--- config.mk ---
export PLATFORM = sky130hd
export DESIGN_NAME = scg_top
export DESIGN_NICKNAME = d
export VERILOG_FILES = /design/src/inc/scg_pkg.sv /design/src/inc/scg_gate_if.sv /design/src/core/scg_access_chk.sv /design/src/core/scg_gate_sel.sv /design/src/core/scg_top.sv
export SDC_FILE = /design/constraint.sdc
export NUM_CORES = 1
export LEC_CHECK = 0
export BUFFER_PORTS_ARGS = -buffer_cell sky130_fd_sc_hd__buf_2
export CAP_MARGIN = 20
export CORE_ASPECT_RATIO = 0.8
export CORE_MARGIN = 10
export CORE_UTILIZATION = 49
export CTS_BUF_LIST = sky130_fd_sc_hd__clkbuf_2 sky130_fd_sc_hd__clkbuf_4 sky130_fd_sc_hd__clkbuf_8
export CTS_CLUSTER_DIAMETER = 60
export DETAILED_ROUTE_END_ITERATION = 8
export HOLD_SLACK_MARGIN = 0.02
export PLACE_DENSITY = 0.95
export SLEW_MARGIN = 20
export SYNTH_ARGS = -nofsm -noshare
export SYNTH_HDL_FRONTEND = slang
export SYNTH_SLANG_ARGS = --single-unit
--- constraint.sdc ---
create_clock -name core_clk -period 3.65 [get_ports core_clk]
set_input_delay 0.365 -clock core_clk [delete_from_list [all_inputs] [get_ports core_clk]]
set_output_delay 0.365 -clock core_clk [all_outputs]
set_load 0.1 [all_outputs]
--- src/inc/scg_pkg.sv ---
// package of the sleep-mode clock gating block: register map, field layout, reset values
// assumes a 32-bit register port with word offsets inside the system-control space
package scg_pkg;

	// ****************************************************************
	// register map
	// ****************************************************************
	localparam logic [31:0] SYSCTL_BASE     = 32'h400f_e000;
	localparam int          ADDR_W          = 12;
	localparam logic [11:0] OFS_SLEEP_GATE  = 12'h114;
	localparam logic [11:0] OFS_GATE_CTRL   = 12'h130;
	localparam logic [11:0] OFS_IRQ_STATUS  = 12'h134;
	localparam logic [11:0] OFS_IRQ_ENABLE  = 12'h138;
	localparam logic [11:0] OFS_IRQ_CLEAR   = 12'h13c;

	// ****************************************************************
	// sleep gate field positions
	// ****************************************************************
	localparam int BIT_GP_TIMER_3  = 19;
	localparam int BIT_GP_TIMER_2  = 18;
	localparam int BIT_GP_TIMER_1  = 17;
	localparam int BIT_GP_TIMER_0  = 16;
	localparam int BIT_TWO_WIRE1   = 14;
	localparam int BIT_TWO_WIRE0   = 12;
	localparam int BIT_QUAD_ENC    = 8;
	localparam int BIT_SYNC_SER1   = 5;
	localparam int BIT_SYNC_SER0   = 4;
	localparam int BIT_ASYNC_SER2  = 2;
	localparam int BIT_ASYNC_SER1  = 1;
	localparam int BIT_ASYNC_SER0  = 0;

	localparam int NUM_UNITS = 12;
	localparam int UNIT_W    = 4;

	// unit index -> gate bit; index order is the order of the clock enable outputs
	localparam int UNIT_BIT [NUM_UNITS] = '{
		BIT_ASYNC_SER0, BIT_ASYNC_SER1, BIT_ASYNC_SER2, BIT_SYNC_SER0,
		BIT_SYNC_SER1,  BIT_QUAD_ENC,   BIT_TWO_WIRE0,  BIT_TWO_WIRE1,
		BIT_GP_TIMER_0, BIT_GP_TIMER_1, BIT_GP_TIMER_2, BIT_GP_TIMER_3};

	localparam logic [31:0] SLEEP_GATE_MASK  = 32'h000f_5137;
	localparam logic [31:0] SLEEP_GATE_RESET = 32'h0000_0000;

	// ****************************************************************
	// control and interrupt fields
	// ****************************************************************
	localparam int          BIT_AUTO_SEL     = 0;
	localparam logic [31:0] GATE_CTRL_MASK   = 32'h0000_0001;
	localparam logic [31:0] GATE_CTRL_RESET  = 32'h0000_0000;
	localparam int          IRQ_W            = 2;
	localparam int          IRQ_BUS_FAULT    = 0;
	localparam int          IRQ_GATE_CHANGE  = 1;
	localparam logic [1:0]  IRQ_RESET        = 2'h0;

	typedef enum logic [0:0] {
		SCG_MODE_RUN   = 1'b0,
		SCG_MODE_SLEEP = 1'b1
	} scg_mode_e;

endpackage

--- src/inc/scg_gate_if.sv ---
// carrier between the register block, the gate selector and the access checker
// assumes all users sit on one clock; the interface holds no state
`timescale 1ns/1ps
interface scg_gate_if;
	logic [31:0]                   sleep_gate;
	logic [31:0]                   run_gate;
	logic                          auto_sel;
	scg_pkg::scg_mode_e            mode;
	logic [scg_pkg::NUM_UNITS-1:0] unit_en;

	modport ctl (output sleep_gate, output run_gate, output auto_sel, output mode, input unit_en);
	modport sel (input sleep_gate, input run_gate, input auto_sel, input mode, output unit_en);
	modport chk (input unit_en);
endinterface

--- src/core/scg_access_chk.sv ---
// access checker: answers each peripheral access with ok or bus fault one cycle later
// assumes acc_valid is a one-cycle pulse on core_clk
`timescale 1ns/1ps
module scg_access_chk
(
	input  wire logic                       core_clk,
	input  wire logic                       rst_n,
	scg_gate_if.chk                         gif,
	input  wire logic                       acc_valid,
	input  wire logic [scg_pkg::UNIT_W-1:0] acc_unit,
	output logic                            acc_ok_q,
	output logic                            acc_fault_q
);

	wire known;
	wire clocked;

	// an index past the last unit has no clock at all and faults as well
	assign known   = acc_unit < scg_pkg::UNIT_W'(scg_pkg::NUM_UNITS);
	assign clocked = known && gif.unit_en[acc_unit];

	always_ff @(posedge core_clk or negedge rst_n)
	begin
		if (!rst_n)
		begin
			acc_ok_q    <= 1'b0;
			acc_fault_q <= 1'b0;
		end
		else
		begin
			acc_ok_q    <= acc_valid && clocked;
			acc_fault_q <= acc_valid && !clocked; // [RULE_02]
		end
	end

endmodule

--- src/core/scg_gate_sel.sv ---
// per-unit clock enable selection from the run or sleep gate word
// assumes the gate words come from registers on the same clock
`timescale 1ns/1ps
module scg_gate_sel
(
	scg_gate_if.sel gif
);

	wire use_sleep;

	// sleep word only when asleep and automatic gating is chosen [RULE_12] [RULE_14]
	assign use_sleep = (gif.mode == scg_pkg::SCG_MODE_SLEEP) && gif.auto_sel;

	genvar u;
	generate
		for (u = 0; u < scg_pkg::NUM_UNITS; u++)
		begin : g_unit
			assign gif.unit_en[u] = use_sleep ? gif.sleep_gate[scg_pkg::UNIT_BIT[u]]
			                                  : gif.run_gate[scg_pkg::UNIT_BIT[u]]; // [RULE_01]
		end
	endgenerate

endmodule

--- src/core/scg_top.sv ---
// sleep-mode peripheral clock gating: gate register, mode selection, access fault reporting
// assumes a plain register port on core_clk; sleep state and run gate word come from logic on core_clk
//
// Summary of operation
// RULE_01: a set enable bit clocks its unit, a clear one stops the clock and disables the unit.
// RULE_02: an access to a unit whose clock is off is answered with a bus fault.
// RULE_03: after reset the sleep gate register reads 0x00000000, so every unit is unclocked.
// RULE_04: software sets the bit of every unit it needs while asleep.
// RULE_05: the register sits at offset 0x114 of the system-control base 0x400F.E000 and its bits are read-write.
// RULE_06: timer gates three to zero are bits 19 to 16.
// RULE_07: two-wire unit one is bit 14 and unit zero is bit 12.
// RULE_08: the quadrature encoder gate is bit 8.
// RULE_09: synchronous serial unit one is bit 5 and unit zero is bit 4.
// RULE_10: UART gates two, one and zero are bits 2, 1 and 0.
// RULE_11: software ignores reserved bits and writes back what it read.
// RULE_12: this register governs the clocks only while automatic gating is selected.
// RULE_13: reserved bits read zero and ignore writes.
// RULE_14: in sleep with automatic gating the enables follow this register, otherwise the run word.
//
// Implementation choice: the address-and-strobe port.
`timescale 1ns/1ps
module scg_top
(
	input  wire logic                        core_clk,
	input  wire logic                        rst_n,
	input  wire logic [scg_pkg::ADDR_W-1:0]  reg_addr,
	input  wire logic [31:0]                 reg_wdata,
	input  wire logic                        reg_wr,
	input  wire logic                        reg_rd,
	output logic      [31:0]                 reg_rdata_q,
	input  wire logic                        sleep_active,
	input  wire logic [31:0]                 run_peripheral_clock_gate,
	input  wire logic                        acc_valid,
	input  wire logic [scg_pkg::UNIT_W-1:0]  acc_unit,
	output logic                             acc_ok_q,
	output logic                             acc_fault_q,
	output logic      [scg_pkg::NUM_UNITS-1:0] periph_clk_en_q,
	output logic                             irq_q
);

	// ****************************************************************
	// registers and decode
	// ****************************************************************
	logic [31:0]               sleep_gate_q;
	logic [31:0]               gate_ctrl_q;
	logic [scg_pkg::IRQ_W-1:0] irq_status_q;
	logic [scg_pkg::IRQ_W-1:0] irq_enable_q;
	logic [scg_pkg::IRQ_W-1:0] irq_status_d;
	logic [scg_pkg::IRQ_W-1:0] irq_event;
	logic [31:0]               rdata_d;

	wire sel_sleep  = reg_addr == scg_pkg::OFS_SLEEP_GATE;
	wire sel_ctrl   = reg_addr == scg_pkg::OFS_GATE_CTRL;
	wire sel_status = reg_addr == scg_pkg::OFS_IRQ_STATUS;
	wire sel_enable = reg_addr == scg_pkg::OFS_IRQ_ENABLE;
	wire sel_clear  = reg_addr == scg_pkg::OFS_IRQ_CLEAR;

	scg_gate_if gif ();

	assign gif.sleep_gate = sleep_gate_q;
	assign gif.run_gate   = run_peripheral_clock_gate;
	assign gif.auto_sel   = gate_ctrl_q[scg_pkg::BIT_AUTO_SEL];
	assign gif.mode       = sleep_active ? scg_pkg::SCG_MODE_SLEEP : scg_pkg::SCG_MODE_RUN;

	scg_gate_sel u_sel
	(
		.gif (gif.sel)
	);

	scg_access_chk u_chk
	(
		.core_clk    (core_clk),
		.rst_n       (rst_n),
		.gif         (gif.chk),
		.acc_valid   (acc_valid),
		.acc_unit    (acc_unit),
		.acc_ok_q    (acc_ok_q),
		.acc_fault_q (acc_fault_q)
	);

	// ****************************************************************
	// register writes
	// ****************************************************************
	// mask keeps reserved bits at zero whatever is written [RULE_13]
	always_ff @(posedge core_clk or negedge rst_n)
	begin
		if (!rst_n)
		begin
			sleep_gate_q <= scg_pkg::SLEEP_GATE_RESET; // [RULE_03]
			gate_ctrl_q  <= scg_pkg::GATE_CTRL_RESET;
			irq_enable_q <= scg_pkg::IRQ_RESET;
		end
		else if (reg_wr)
		begin
			if (sel_sleep)
				sleep_gate_q <= reg_wdata & scg_pkg::SLEEP_GATE_MASK; // [RULE_05] [RULE_06] [RULE_07] [RULE_08] [RULE_09] [RULE_10]
			if (sel_ctrl)
				gate_ctrl_q <= reg_wdata & scg_pkg::GATE_CTRL_MASK;
			if (sel_enable)
				irq_enable_q <= reg_wdata[scg_pkg::IRQ_W-1:0];
		end
	end

	// ****************************************************************
	// events and interrupt
	// ****************************************************************
	// a new event beats a clear in the same cycle so none is lost
	assign irq_event[scg_pkg::IRQ_BUS_FAULT]   = acc_fault_q;
	assign irq_event[scg_pkg::IRQ_GATE_CHANGE] = gif.unit_en != periph_clk_en_q;
	assign irq_status_d = (irq_status_q & ~((reg_wr && sel_clear) ? reg_wdata[scg_pkg::IRQ_W-1:0]
	                                                              : scg_pkg::IRQ_RESET)) | irq_event;

	// unmapped reads answer zero; the clear register is write-only
	assign rdata_d = !reg_rd    ? 32'h0000_0000 :
	                 sel_sleep  ? sleep_gate_q :
	                 sel_ctrl   ? gate_ctrl_q :
	                 sel_status ? {30'h0, irq_status_q} :
	                 sel_enable ? {30'h0, irq_enable_q} : 32'h0000_0000;

	always_ff @(posedge core_clk or negedge rst_n)
	begin
		if (!rst_n)
		begin
			irq_status_q    <= scg_pkg::IRQ_RESET;
			irq_q           <= 1'b0;
			reg_rdata_q     <= 32'h0000_0000;
			periph_clk_en_q <= '0;
		end
		else
		begin
			irq_status_q    <= irq_status_d;
			irq_q           <= |(irq_status_d & irq_enable_q);
			reg_rdata_q     <= rdata_d;
			periph_clk_en_q <= gif.unit_en; // [RULE_01] [RULE_14]
		end
	end

	wire sleep_sel_now = sleep_active && gate_ctrl_q[scg_pkg::BIT_AUTO_SEL];
endmodule

; ---- Yosys cells after proc, flatten, opt, wreduce, memory -nomap -nowiden
; Cells that the tools add are included.
[word_totals]
regBits = 52
input_bits = 86
output_inout_bits = 47
word_cells = 52
[op_classes]
magnitude_cmp = 2
eq_ne = 6
n_mux = 21
bitwise = 4
n_reduce_logical = 10
[op_table]
columns = cell, count
row1 = "12-bit by 9-bit == test with 1-bit output, second input constant", 5
row2 = 20-bit 2-to-1 mux, 2
row3 = 1-bit 2-to-1 mux, 14
row4 = 12-bit inequality test, 1
row5 = 2-bit 2-to-1 mux, 4
row6 = 2-bit AND reduction, 3
row7 = 1-bit logical AND, 5
row8 = "4-bit by 5-bit < comparator with 1-bit output, second input constant", 1
row9 = 2-bit bitwise AND, 2
row10 = 1-bit binary-select mux with 4-bit select, 1
row11 = "4-bit < comparator, second input constant", 1
row12 = 2-bit inverter, 1
row13 = 2-bit bitwise OR, 1
row14 = 2-bit OR reduction, 1
row15 = 1-bit logical NOT, 1

; ---- Depth between registers and ports, before layout
; Gate-level depths: netlist of the first run.
[logic_depth]
word_depth = 8
depth_mapped = 7
ltp_nobuf = 6

; ---- By module
; A second synthesis of the first run with hierarchy kept.
[hier_totals]
hier_cells = 165
hier_area_um2 = 2239.6
[by_module_without_submodules]
columns = module, instances, cells_each, area_each_um2, seq_area_each_um2
row1 = scg_top, 1, 136, 1858.0, 1051.0
row2 = scg_access_chk, 1, 15, 191.4, 50.0
row3 = scg_gate_sel, 1, 14, 190.2, 0.0

; ---- Worst setup path before layout of the first run
; Ideal clock, no wire load.
[synth_path]
path_type = register -> register
start = reg periph_clk_en_q[5] (netlist name)
end = reg irq_q
setup_time_ns = 0.121
arrival_ns = 2.385
required_ns = 3.529
slack_ns = 1.144
stages_incl_launch_ff = 7
path_buffers = 0
period_less_slack_ns = 2.506
path_cell_list = dfrtp_1 > inv_1 > a2111o_1 > o22ai_1 > nand3_1 > or4_4 > a22o_1
[synth_between]
elab_chain_len = 4
[synth_rtl]
columns = element, line_no
row1 = start: declaration, scg_top.sv:37  ; output logic [scg_pkg::NUM_UNITS-1:0] periph_clk_en_q,
row2 = start signal: assignment, scg_top.sv:134  ; periph_clk_en_q <= gif.unit_en;
row3 = 12-bit inequality test, scg_top.sv:109  ; assign irq_event[scg_pkg::IRQ_GATE_CHANGE] = gif.unit_en != periph_clk_en_q;
row4 = 2-bit bitwise OR, scg_top.sv:111  ; : scg_pkg::IRQ_RESET)) | irq_event;
row5 = via irq_status_d (one bit), scg_top.sv:48  ; logic [scg_pkg::IRQ_W-1:0] irq_status_d;
row6 = 2-bit bitwise AND, scg_top.sv:132  ; irq_q <= |(irq_status_d & irq_enable_q);
row7 = 2-bit OR reduction, scg_top.sv:132
row8 = end signal: assignment, scg_top.sv:132
row9 = end: declaration, scg_top.sv:38  ; output logic irq_q
; The timed path passes the listed nets, and every way through them passes these cells.
; A chain may end at the register's enable or synchronous reset.

; ---- Worst setup path in the final report of the first run
[layout_path]
start = reg gate_ctrl_q[0]
end = reg u_chk.acc_ok_q
[layout_between]
elab_chain_len = 6
elab_cells_between_ends = 17
classes_between = 14 x mux / 3 x reduce/logical
[layout_rtl]
columns = element, line_no
row1 = start: declaration, scg_top.sv:45  ; logic [31:0] gate_ctrl_q;
row2 = start signal: assignment, scg_top.sv:90  ; gate_ctrl_q <= scg_pkg::GATE_CTRL_RESET;
row3 = start signal: assignment, scg_top.sv:98  ; gate_ctrl_q <= reg_wdata & scg_pkg::GATE_CTRL_MASK;
row4 = 1-bit logical AND, scg_gate_sel.sv:12  ; assign use_sleep = (gif.mode == scg_pkg::SCG_MODE_SLEEP) && gif.auto_sel;
row5 = 1-bit 2-to-1 mux, scg_gate_sel.sv:18  ; assign gif.unit_en[u] = use_sleep ? gif.sleep_gate[scg_pkg::UNIT_BIT[u]]
row6 = via gif.unit_en (one bit), scg_gate_if.sv:9  ; logic [scg_pkg::NUM_UNITS-1:0] unit_en;
row7 = 1-bit binary-select mux with 4-bit select, scg_access_chk.sv:20  ; assign clocked = known && gif.unit_en[acc_unit];
row8 = 1-bit 2-to-1 mux (not written as such), scg_access_chk.sv:20
row9 = 1-bit logical AND, scg_access_chk.sv:20
row10 = 1-bit logical AND, scg_access_chk.sv:31  ; acc_ok_q <= acc_valid && clocked;
row11 = end signal: assignment, scg_access_chk.sv:31
row12 = end: declaration, scg_access_chk.sv:11  ; output logic acc_ok_q,
; The timed path passes the listed nets, and every way through them passes these cells. The select of a mux whose other input is x is not followed.

==> flow_metrics.py, run 1 <==
metrics = {
    "cells_and_area": {
        "layout_common_cells": "72 x buf_2, 44 x dfrtp_1, 23 x mux2_2, 20 x conb_1, 17 x nand2_1",
        "multi_input_area_sq_um": 1080,
        "final_util_pct": 60.0,
        "layout_commonest_cell": "buf_2",
        "layout.cells.non_filler": 344,
        "regArea_sq_um": 1100,
        "fin_nets": 370,
        "antenna_cells": 0,
        "layout-drive-gt1-share_pct": 38.7,
        "area_growth_syn_to_layout_pct": 18.0,
        "nFillCells": 410,
    },
    "yosys": {
        "synthFlopType": "dfrtp_1",
        "yosysSeqAreaShare_pct": 47.1,
        "yosysWarnings": 0,
        "netlist_instances": 214,
        "avgSynthCellArea_sq_um": 10.9,
        "yosysUniqueCellTypes": 42,
        "synth_edf_count": 0,
        "async_flop_share_pct": 100,
        "syn_area_sq_um": 2340,
        "synth_seq_cells": 44,
    },
    "global_routing": {
        "grt_usage_pct": 15.2,
        "grt.overflow.total": 0,
        "antenna_found_initial": 0,
        "grt_pass1_vias": 1909,
        "grt_max_degree": 45,
        "grt_pass1_wl_microns": 9650,
    },
    "clock_network": {
        "cts.root.buffer_cell": "clkbuf_8",
        "htreeDepth": 2,
        "insertion_delay_ns": 0.30,
        "clkSinkCount": 44,
        "cts_tree": "yes",
        "cts_buffer_depth": 2,
        "post-cts-setup-buffers": 0,
        "hold_buffers": 0,
        "clk_pin_slew_ns": 0.08,
        "cts_buffers": 5,
        "cts_resized": 0,
    },
    "route": {
        "vias": 1841,
        "dr.pass1.iters": 4,
        "post_drt_wl_per_cell_microns": 18.0,
        "drtIter0Drc": 88,
        "postRouteAntennaNets": 0,
        "viasPerCell": 5.35,
        "wl_microns": 6190,
        "drc": 0,
    },
    "critical_path": {
        "path_class": "reg -> reg",
        "worstSetupStartpointType": "flip-flop",
        "rrSetupSlack_ns": 1.09,
        "crit_path_max_fanout": 11,
        "slowest_stage": "or4_1",
        "slowest_delay_ns": 0.52,
        "worstPathRequired_ns": 3.84,
        "r2r-start": "gate_ctrl_q[0]$_DFFE_PN0P_",
        "path_cells": "and2_1, mux2_2, mux2_2, and4b_1, or4_1, and2_1",
        "critPathArrivalTime_ns": 2.75,
        "crit_path_end_kind": "flip-flop",
        "worstRegToRegCells": 6,
        "rr_endpoint": "u_chk.acc_ok_q$_DFF_PN0_",
    },
    "sta": {
        "fin_skew_ns": 0.00357,
        "hold_viol": 0,
        "relSlewSlack_pct": 36.2,
        "max_freq_mhz": 391,
        "rsz0062_at_grt": "false",
        "finalSetupTns_ns": 0,
        "setup_viol": 0,
        "maxSlewViolCount": 0,
        "period_minus_slack_ns": 2.56,
        "period_share_pct": 70.1,
        "worst_pin_slew_ns": 0.957,
    },
    "floorplan": {
        "io_pins": 133,
        "start_util_pct": 50.9,
        "rows": 22,
        "die_w_microns": 97.2,
        "dieArea_sq_um": 7950,
        "fp.coreArea_sq_um": 4600,
        "dieHeight_microns": 81.8,
    },
    "placement": {
        "dp_cells": 337,
        "place_hpwl_microns": 4950,
        "portBuffers": 72,
        "gp_congestion": 0.894,
    },
    "power": {
        "irDropWorstVdd_mv": 0.230,
        "p_leak_uw": 0.00149,
        "p_per_area_nw_per_um2": 395,
        "p_total_uw": 1090,
    },
    "hold_path": {
        "hp-class": "in -> async",
    },
    "flow_run": {
        "max-cap-violations": 0,
    },
    "status": {
        "status": "finished, final reports clean",
    },
}
cell families (layout without fill, tap and decap cells):
| logic type | after synthesis | in the layout | share of synthesized area (%) |
|---|---|---|---|
| DFF | 44 | 44 | 47.1 |
| other | 1 | 20 | 0.160 |
| muxes | 30 | 30 | 15.7 |
| AOI/OAI and AO/OA | 25 | 25 | 7.38 |
| xor gates and xnor gates | 12 | 12 | 4.49 |
| buffers and inverters | 39 | 90 | 9.58 |
| and+or+nand+nor | 63 | 63 | 15.6 |
routing by layer:
layer | part of all wire [%] | global-route usage (%) | up-vias
met5 | 0 | 0 | -
met4 | 1.5 | 4.49 | 0
met3 | 10 | 5.70 | 13
met2 | 49 | 25.9 | 100
met1 | 40 | 17.8 | 875
li1 | - | - | 853
report_power, final:
part           internal [uW]  leakage (uW)  switching [uW]
clock                    169     0.0000503             157
sequential               496      0.000574            8.42
combinational           50.2      0.000865             210
cell usage after synthesis (2+ instances only):
cell type | n | area [sq um]
a21oi_1 | 4 | 20.0
dfrtp_1 | 44 | 1100
nand3_1 | 2 | 10.0
buf_4 | 20 | 150
o221ai_1 | 2 | 17.5
a31oi_1 | 2 | 12.5
clkbuf_1 | 6 | 22.5
nor2b_1 | 4 | 25.0
a22o_1 | 2 | 17.5
xor2_1 | 8 | 70.1
nand3b_1 | 2 | 15.0
nand2_2 | 2 | 12.5
nor3_1 | 2 | 10.0
o22ai_1 | 2 | 12.5
buf_2 | 2 | 10.0
and3_1 | 10 | 62.6
xnor2_1 | 4 | 35.0
or4b_1 | 2 | 20.0
a2111oi_0 | 2 | 17.5
nand4_1 | 2 | 12.5
mux2_2 | 23 | 259
inv_1 | 11 | 41.3
o21ai_0 | 6 | 30.0
nand2b_1 | 3 | 18.8
and2_1 | 4 | 25.0
nand2_1 | 17 | 63.8
and4b_1 | 2 | 20.0
mux4_2 | 3 | 67.6
nor2_1 | 5 | 18.8
mux2i_1 | 4 | 40.0
layout make-up:
class | instances | share of cell area (%)
Sequential cell | 44 | 39.9
Tap cell | 60 | 2.72
Timing Repair Buffer | 72 | 13.1
Multi-Input combinational cell | 150 | 39.3
Inverter | 11 | 1.50
Clock buffer | 7 | 3.49
worst max-delay path by stage:
stage                                 startpoint                  endpoint  slack (ns)  cells after the start
floorplan           periph_clk_en_q[5]$_DFF_PN0_           irq_q$_DFF_PN0_        1.14                      6
global placement                    sleep_active  u_chk.acc_ok_q$_DFF_PN0_        1.10                      7
detailed placement                  sleep_active  u_chk.acc_ok_q$_DFF_PN0_        1.07                      7
CTS                   gate_ctrl_q[0]$_DFFE_PN0P_  u_chk.acc_ok_q$_DFF_PN0_        1.10                      6
global route          gate_ctrl_q[0]$_DFFE_PN0P_  u_chk.acc_ok_q$_DFF_PN0_        0.99                      6
finish                gate_ctrl_q[0]$_DFFE_PN0P_  u_chk.acc_ok_q$_DFF_PN0_        1.09                      6
registers in the layout, summed over array words and instances, names as in the netlist:
register / cells
irq_enable_q: 2
gate_ctrl_q: 1
gif.sleep_gate: 12
u_chk.acc_fault_q: 1
u_chk.acc_ok_q: 1
reg_rdata_q: 12
irq_q: 1
irq_status_q: 2
periph_clk_en_q: 12
critical path: cells and delay by family, from the launching register on:
kind	cells	cell delay [ns]
flops	1	0.42
mux	2	0.67
simple gates	4	1.35
stage by stage:
stage                     hold WS, ns  area [sq um]  setup slack [ns]
after floorplan                0.0694          2410              1.14
after global placement          0.468          2660              1.10
after detailed placement        0.475          2660              1.07
after CTS                       0.241          2760              1.10
after global routing            0.286          2760             0.989
final                           0.219          2760              1.09
Power figures use the tool's default switching activity.
==> inputs of run 2 (changes only) <==
--- a/config.mk
+++ b/config.mk
@@ -9,12 +9,12 @@
 export CAP_MARGIN = 20
 export CORE_ASPECT_RATIO = 0.8
 export CORE_MARGIN = 10
-export CORE_UTILIZATION = 49
+export CORE_UTILIZATION = 46
 export CTS_BUF_LIST = sky130_fd_sc_hd__clkbuf_2 sky130_fd_sc_hd__clkbuf_4 sky130_fd_sc_hd__clkbuf_8
 export CTS_CLUSTER_DIAMETER = 60
 export DETAILED_ROUTE_END_ITERATION = 8
 export HOLD_SLACK_MARGIN = 0.02
-export PLACE_DENSITY = 0.95
+export PLACE_DENSITY = 0.91
 export SLEW_MARGIN = 20
 export SYNTH_ARGS = -nofsm -noshare
 export SYNTH_HDL_FRONTEND = slang
==> constraint.sdc (replaced) <==
create_clock -name core_clk -period 2.4 [get_ports core_clk]
set_input_delay 0.24 -clock core_clk [delete_from_list [all_inputs] [get_ports core_clk]]
set_output_delay 0.24 -clock core_clk [all_outputs]
set_load 0.1 [all_outputs]
==> run 2 against run 1 <==
Via count down 1.1%. Critical endpoint unchanged. Largest power group unchanged. Sequential cell count did not move. Largest cell class unchanged. Clock-buffer cell count is 1 lower. Die area is 5.0% higher. Core utilization decreased by 3.4 points. Maximum frequency up 10%. Sequential share of layout area fell by 0.70 points. Clock power is 75% higher.
==> flow_metrics.py, run 2 (same netlist as run 1, synthesis figures left out) <==
metrics = {
    "clock_network": {
        "clkSinkCount": 44,
        "htreeDepth": 2,
        "cts.root.buffer_cell": "clkbuf_8",
        "post-cts-setup-buffers": 0,
        "hold_buffers": 0,
        "cts_tree": "yes",
        "cts_buffers": 5,
        "clk_pin_slew_ns": 0.08,
        "insertion_delay_ns": 0.30,
        "cts_buffer_depth": 2,
    },
    "status": {
        "status": "finished, final reports clean",
    },
    "cells_and_area": {
        "fin_area_sq_um": 2820,
        "layout-drive-gt1-share_pct": 41.0,
        "layout_common_cells": "72 x buf_2, 41 x dfrtp_1, 23 x mux2_2, 20 x conb_1, 17 x nand2_1",
        "fin_nets": 375,
        "area_growth_syn_to_layout_pct": 20.5,
        "layout.cells.non_filler": 352,
        "antenna_cells": 0,
        "layout_commonest_cell": "buf_2",
    },
    "power": {
        "p_leak_uw": 0.00152,
        "irDropWorstVdd_mv": 0.337,
        "p_per_area_nw_per_um2": 615,
    },
    "sta": {
        "setup_viol": 0,
        "period_minus_slack_ns": 2.32,
        "finalSetupTns_ns": 0,
        "rsz0062_at_grt": "true",
        "hold_viol": 0,
        "max_freq_mhz": 430,
        "period_share_pct": 96.9,
        "relSlewSlack_pct": 35.5,
        "worst_pin_slew_ns": 0.968,
        "maxSlewViolCount": 0,
        "fin_skew_ns": 0.00497,
    },
    "route": {
        "drtIter0Drc": 117,
        "dr.pass1.iters": 4,
        "wl_microns": 6180,
        "postRouteAntennaNets": 0,
        "post_drt_wl_per_cell_microns": 17.6,
        "vias": 1820,
        "drc": 0,
        "viasPerCell": 5.17,
    },
    "floorplan": {
        "io_pins": 133,
        "die_w_microns": 99.7,
        "rows": 23,
        "dieArea_sq_um": 8350,
        "start_util_pct": 47.0,
        "fp.coreArea_sq_um": 4980,
        "dieHeight_microns": 83.8,
    },
    "global_routing": {
        "grt_use_met3_pct": 8.11,
        "grt_usage_pct": 14.7,
        "grt_pass1_wl_microns": 9890,
        "grt_util_met2_pct": 23.2,
        "grt_pass1_vias": 1965,
        "antenna_found_initial": 0,
        "gr-usage-met1_pct": 17.1,
        "grt.overflow.total": 0,
        "grt-busiest-layer": "met2",
        "grt_max_degree": 45,
    },
    "placement": {
        "dp_cells": 344,
        "gp_congestion": 0.874,
        "place_hpwl_microns": 4980,
        "portBuffers": 72,
        "dpl_cell_area_sq_um": 2710,
    },
    "critical_path": {
        "path_class": "reg -> reg",
        "worstRegToRegCells": 7,
        "rr_endpoint": "u_chk.acc_ok_q$_DFF_PN0_",
        "slowest_delay_ns": 0.53,
        "r2r-start": "gate_ctrl_q[0]$_DFFE_PN0P_",
        "worstPathRequired_ns": 2.59,
        "crit_path_end_kind": "flip-flop",
        "worstSetupStartpointType": "flip-flop",
        "crit_path_max_fanout": 9,
        "slowest_stage": "mux4_2",
        "critPathArrivalTime_ns": 2.52,
        "rrSetupSlack_ns": 0.08,
        "path_cells": "nand2_2, buf_4, mux4_2, nand3b_1, a21oi_1, or4_1, and2_1",
    },
    "flow_run": {
        "max-cap-violations": 0,
    },
    "hold_path": {
        "hp-class": "in -> async",
    },
}
-- run 2: cell count changes in the layout (fill, tap and decap cells not counted) --
cell / change
clkinv_2: +1
dfrtp_2: +3
clkbuf_8: -2
buf_4: +5
clkbuf_4: +1
bufinv_16: +1
dfrtp_1: -3
-- run 2: routing by layer --
| metal | vias to the layer above | wire (microns) |
|---|---|---|
| met4 | 0 | 54 |
| li1 | 860 | - |
| met3 | 9 | 757 |
| met2 | 75 | 2960 |
| met1 | 876 | 2410 |
| met5 | - | 0 |
-- run 2: metrics by stage --
step	setup slack, ns	utilization (%)	hold WS (ns)	total power [uW]
3_5_place_dp	0.0623	54.4	0.451	1180
5_1_grt	-0.000933	56.6	0.154	1800
2_1_floorplan	0.0233	-	-0.0556	1110
3_3_place_gp	0.0854	54.4	0.430	1170
6_report	0.0751	56.6	0.0862	1730
4_1_cts	0.0788	56.6	0.128	1740
-- run 2: worst max-delay path by stage --
stage,start,to,slack [ns],cells past startpoint
floorplan,periph_clk_en_q[10]$_DFF_PN0_,irq_q$_DFF_PN0_,0.02,6
global placement,reg_addr[0],irq_q$_DFF_PN0_,0.09,7
detailed placement,reg_addr[0],irq_q$_DFF_PN0_,0.06,7
CTS,gate_ctrl_q[0]$_DFFE_PN0P_,u_chk.acc_ok_q$_DFF_PN0_,0.08,7
global route,gate_ctrl_q[0]$_DFFE_PN0P_,u_chk.acc_ok_q$_DFF_PN0_,-0.0009,7
finish,gate_ctrl_q[0]$_DFFE_PN0P_,u_chk.acc_ok_q$_DFF_PN0_,0.08,7
-- run 2: critical path: cells and delay by family (launching register included) --
family / cells / cell delay, ns
flip-flops: 1 / 0.44
AO/OA/AOI/OAI: 1 / 0.06
multiplexers: 1 / 0.53
buffers and inverters: 1 / 0.22
AND/OR/NAND/NOR: 4 / 0.97
-- run 2: what timing repair did --
action,CTS,global route
setup endpoints to repair,0,1
resized for setup,0,0
hold endpoints to repair,0,0
-- run 2: area by class of cell --
| type | instances | area (sq um) |
|---|---|---|
| multi-input combinational | 150 | 1080 |
| clock inverter | 2 | 35.0 |
| timing repair buffer | 77 | 398 |
| inverter | 11 | 41.3 |
| fill | 435 | 2160 |
| sequential | 44 | 1100 |
| clock buffer | 6 | 76.3 |
| tap | 62 | 77.6 |
-- run 2: power by group --
group | total (uW) | switching, uW | internal, uW | leakage, uW
clock | 570 | 249 | 320 | 0.0000586
combinational | 396 | 319 | 76.5 | 0.000889
sequential | 768 | 13.0 | 755 | 0.000571
==> inputs of run 3 (changes only) <==
--- a/config.mk
+++ b/config.mk
@@ -14,6 +14,7 @@
 export CTS_CLUSTER_DIAMETER = 60
 export DETAILED_ROUTE_END_ITERATION = 8
 export HOLD_SLACK_MARGIN = 0.02
+export MAX_ROUTING_LAYER = met4
 export PLACE_DENSITY = 0.91
 export SLEW_MARGIN = 20
 export SYNTH_ARGS = -nofsm -noshare
==> run 3 against run 2 <==
Critical path depth unchanged. Hold slack better by 0.0018 ns. Global-route usage up 0.42 points. Register-to-register slack about the same. Largest power group unchanged.
==> flow_metrics.py, run 3 (same netlist as run 1, synthesis figures left out) <==
metrics = {
    "floorplan": {
        "dieArea_sq_um": 8350,
        "die_w_microns": 99.7,
        "rows": 23,
        "io_pins": 133,
        "fp.coreArea_sq_um": 4980,
        "start_util_pct": 47.0,
        "dieHeight_microns": 83.8,
    },
    "clock_network": {
        "cts_tree": "yes",
        "post-cts-setup-buffers": 0,
        "cts.root.buffer_cell": "clkbuf_8",
        "cts_resized": 0,
        "clkSinkCount": 44,
        "insertion_delay_ns": 0.30,
        "hold_buffers": 0,
        "cts_buffer_depth": 2,
        "clk_pin_slew_ns": 0.08,
        "htreeDepth": 2,
        "cts_buffers": 5,
    },
    "flow_run": {
        "max-cap-violations": 0,
    },
    "route": {
        "viasPerCell": 5.18,
        "wl_microns": 6190,
        "post_drt_wl_per_cell_microns": 17.6,
        "vias": 1824,
        "postRouteAntennaNets": 0,
        "dr.pass1.iters": 4,
        "drtIter0Drc": 103,
        "drc": 0,
    },
    "global_routing": {
        "grt_usage_pct": 15.1,
        "grt_pass1_vias": 1971,
        "antenna_found_initial": 0,
        "grt.overflow.total": 0,
        "grt_max_degree": 45,
        "grt_pass1_wl_microns": 9890,
    },
    "sta": {
        "max_freq_mhz": 432,
        "maxSlewViolCount": 0,
        "relSlewSlack_pct": 35.3,
        "hold_viol": 0,
        "setup_viol": 0,
        "hold_ws_ns": 0.0880,
        "period_minus_slack_ns": 2.32,
        "rsz0062_at_grt": "false",
        "period_share_pct": 96.6,
        "finalSetupTns_ns": 0,
        "fin_skew_ns": 0.00512,
        "worst_pin_slew_ns": 0.971,
    },
    "power": {
        "p_sw_uw": 582,
        "irDropWorstVdd_mv": 0.337,
        "switching_share_pct": 33.6,
        "p_per_area_nw_per_um2": 615,
        "pwr-share-clk_pct": 32.8,
        "intPower_uw": 1150,
        "p_leak_uw": 0.00152,
        "combPwrFrac_pct": 22.8,
        "p_seq_share_pct": 44.3,
    },
    "critical_path": {
        "path_cells": "nand2_2, buf_4, mux4_2, nand3b_1, a21oi_1, or4_1, and2_1",
        "crit_path_end_kind": "flip-flop",
        "slowest_delay_ns": 0.53,
        "worstSetupStartpointType": "flip-flop",
        "crit_path_max_fanout": 9,
        "critPathArrivalTime_ns": 2.51,
        "path_class": "reg -> reg",
        "slowest_stage": "mux4_2",
        "worstPathRequired_ns": 2.59,
        "crit_family": "simple AND/OR/NAND/NOR gates",
        "path_buf_inv": 1,
    },
    "cells_and_area": {
        "layout-drive-gt1-share_pct": 41.0,
        "fin_nets": 375,
        "antenna_cells": 0,
        "layout_commonest_cell": "buf_2",
        "layout_common_cells": "72 x buf_2, 41 x dfrtp_1, 23 x mux2_2, 20 x conb_1, 17 x nand2_1",
        "nFillCells": 435,
        "area_growth_syn_to_layout_pct": 20.5,
    },
    "status": {
        "status": "finished, final reports clean",
    },
    "placement": {
        "gp_congestion": 0.888,
        "place_hpwl_microns": 4980,
        "portBuffers": 72,
    },
    "hold_path": {
        "hp-class": "in -> async",
    },
}
==> run 3: cell counts in the layout (fill, tap and decap cells not counted) <==
No cell type changed its count.
==> run 3: power by group through the flow <==
stage / logic, uW / clock network (uW) / registers, uW
after floorplan: 228 / 0 / 881
after global placement: 389 / 0 / 782
after detailed placement: 395 / 0 / 783
after CTS: 396 / 580 / 768
after global routing: 416 / 621 / 771
final: 396 / 570 / 768
==> run 3: per-layer routing <==
metal  vias up  share of wire [%]  GRT usage, %  routed length, microns
met5         -                  0             -                       0
met4         0               0.87          2.60                      54
met3         9                 11          7.20                     682
met2        84                 48          23.1                    2950
met1       871                 40          17.7                    2500
li1        860                  -             -                       -
==> run 3: path summary, 6_finish.rpt <==
kind / from / endpoint / slack, ns / depth (start not counted)
max reg2reg: gate_ctrl_q[0]$_DFFE_PN0P_ / u_chk.acc_ok_q$_DFF_PN0_ / 0.08 / 7
min in group core_clk: acc_valid / u_chk.acc_fault_q$_DFF_PN0_ / 0.15 / 3
max in group asynchronous: rst_n / periph_clk_en_q[11]$_DFF_PN0_ / 1.64 / 1
min: rst_n / reg_rdata_q[14]$_DFF_PN0_ / 0.09 / 1
max: gate_ctrl_q[0]$_DFFE_PN0P_ / u_chk.acc_ok_q$_DFF_PN0_ / 0.08 / 7
min reg2reg: u_chk.acc_fault_q$_DFF_PN0_ / irq_status_q[0]$_DFF_PN0_ / 0.50 / 1
==> run 3: area by class of cell <==
class                      instances  area [sq um]  area share (%)
sequential                        44          1100            39.2
multi-input combinational        150          1080            38.5
timing repair buffer              77           398            14.1
tap                               62          77.6            2.75
clock buffer                       6          76.3            2.71
inverter                          11          41.3            1.47
clock inverter                     2          35.0            1.24
==> run 3: per-stage QoR <==
step                power, uW  util, %  std cells  area [sq um]  setup slack [ns]
floorplan                1110        -        233          2410            0.0233
CTS                      1740     56.6        352          2820            0.0788
finish                   1730     56.6        352          2820            0.0826
global placement         1170     54.4        344          2710            0.0854
detailed placement       1180     54.4        344          2710            0.0623
global route             1810     56.6        352          2820           0.00121
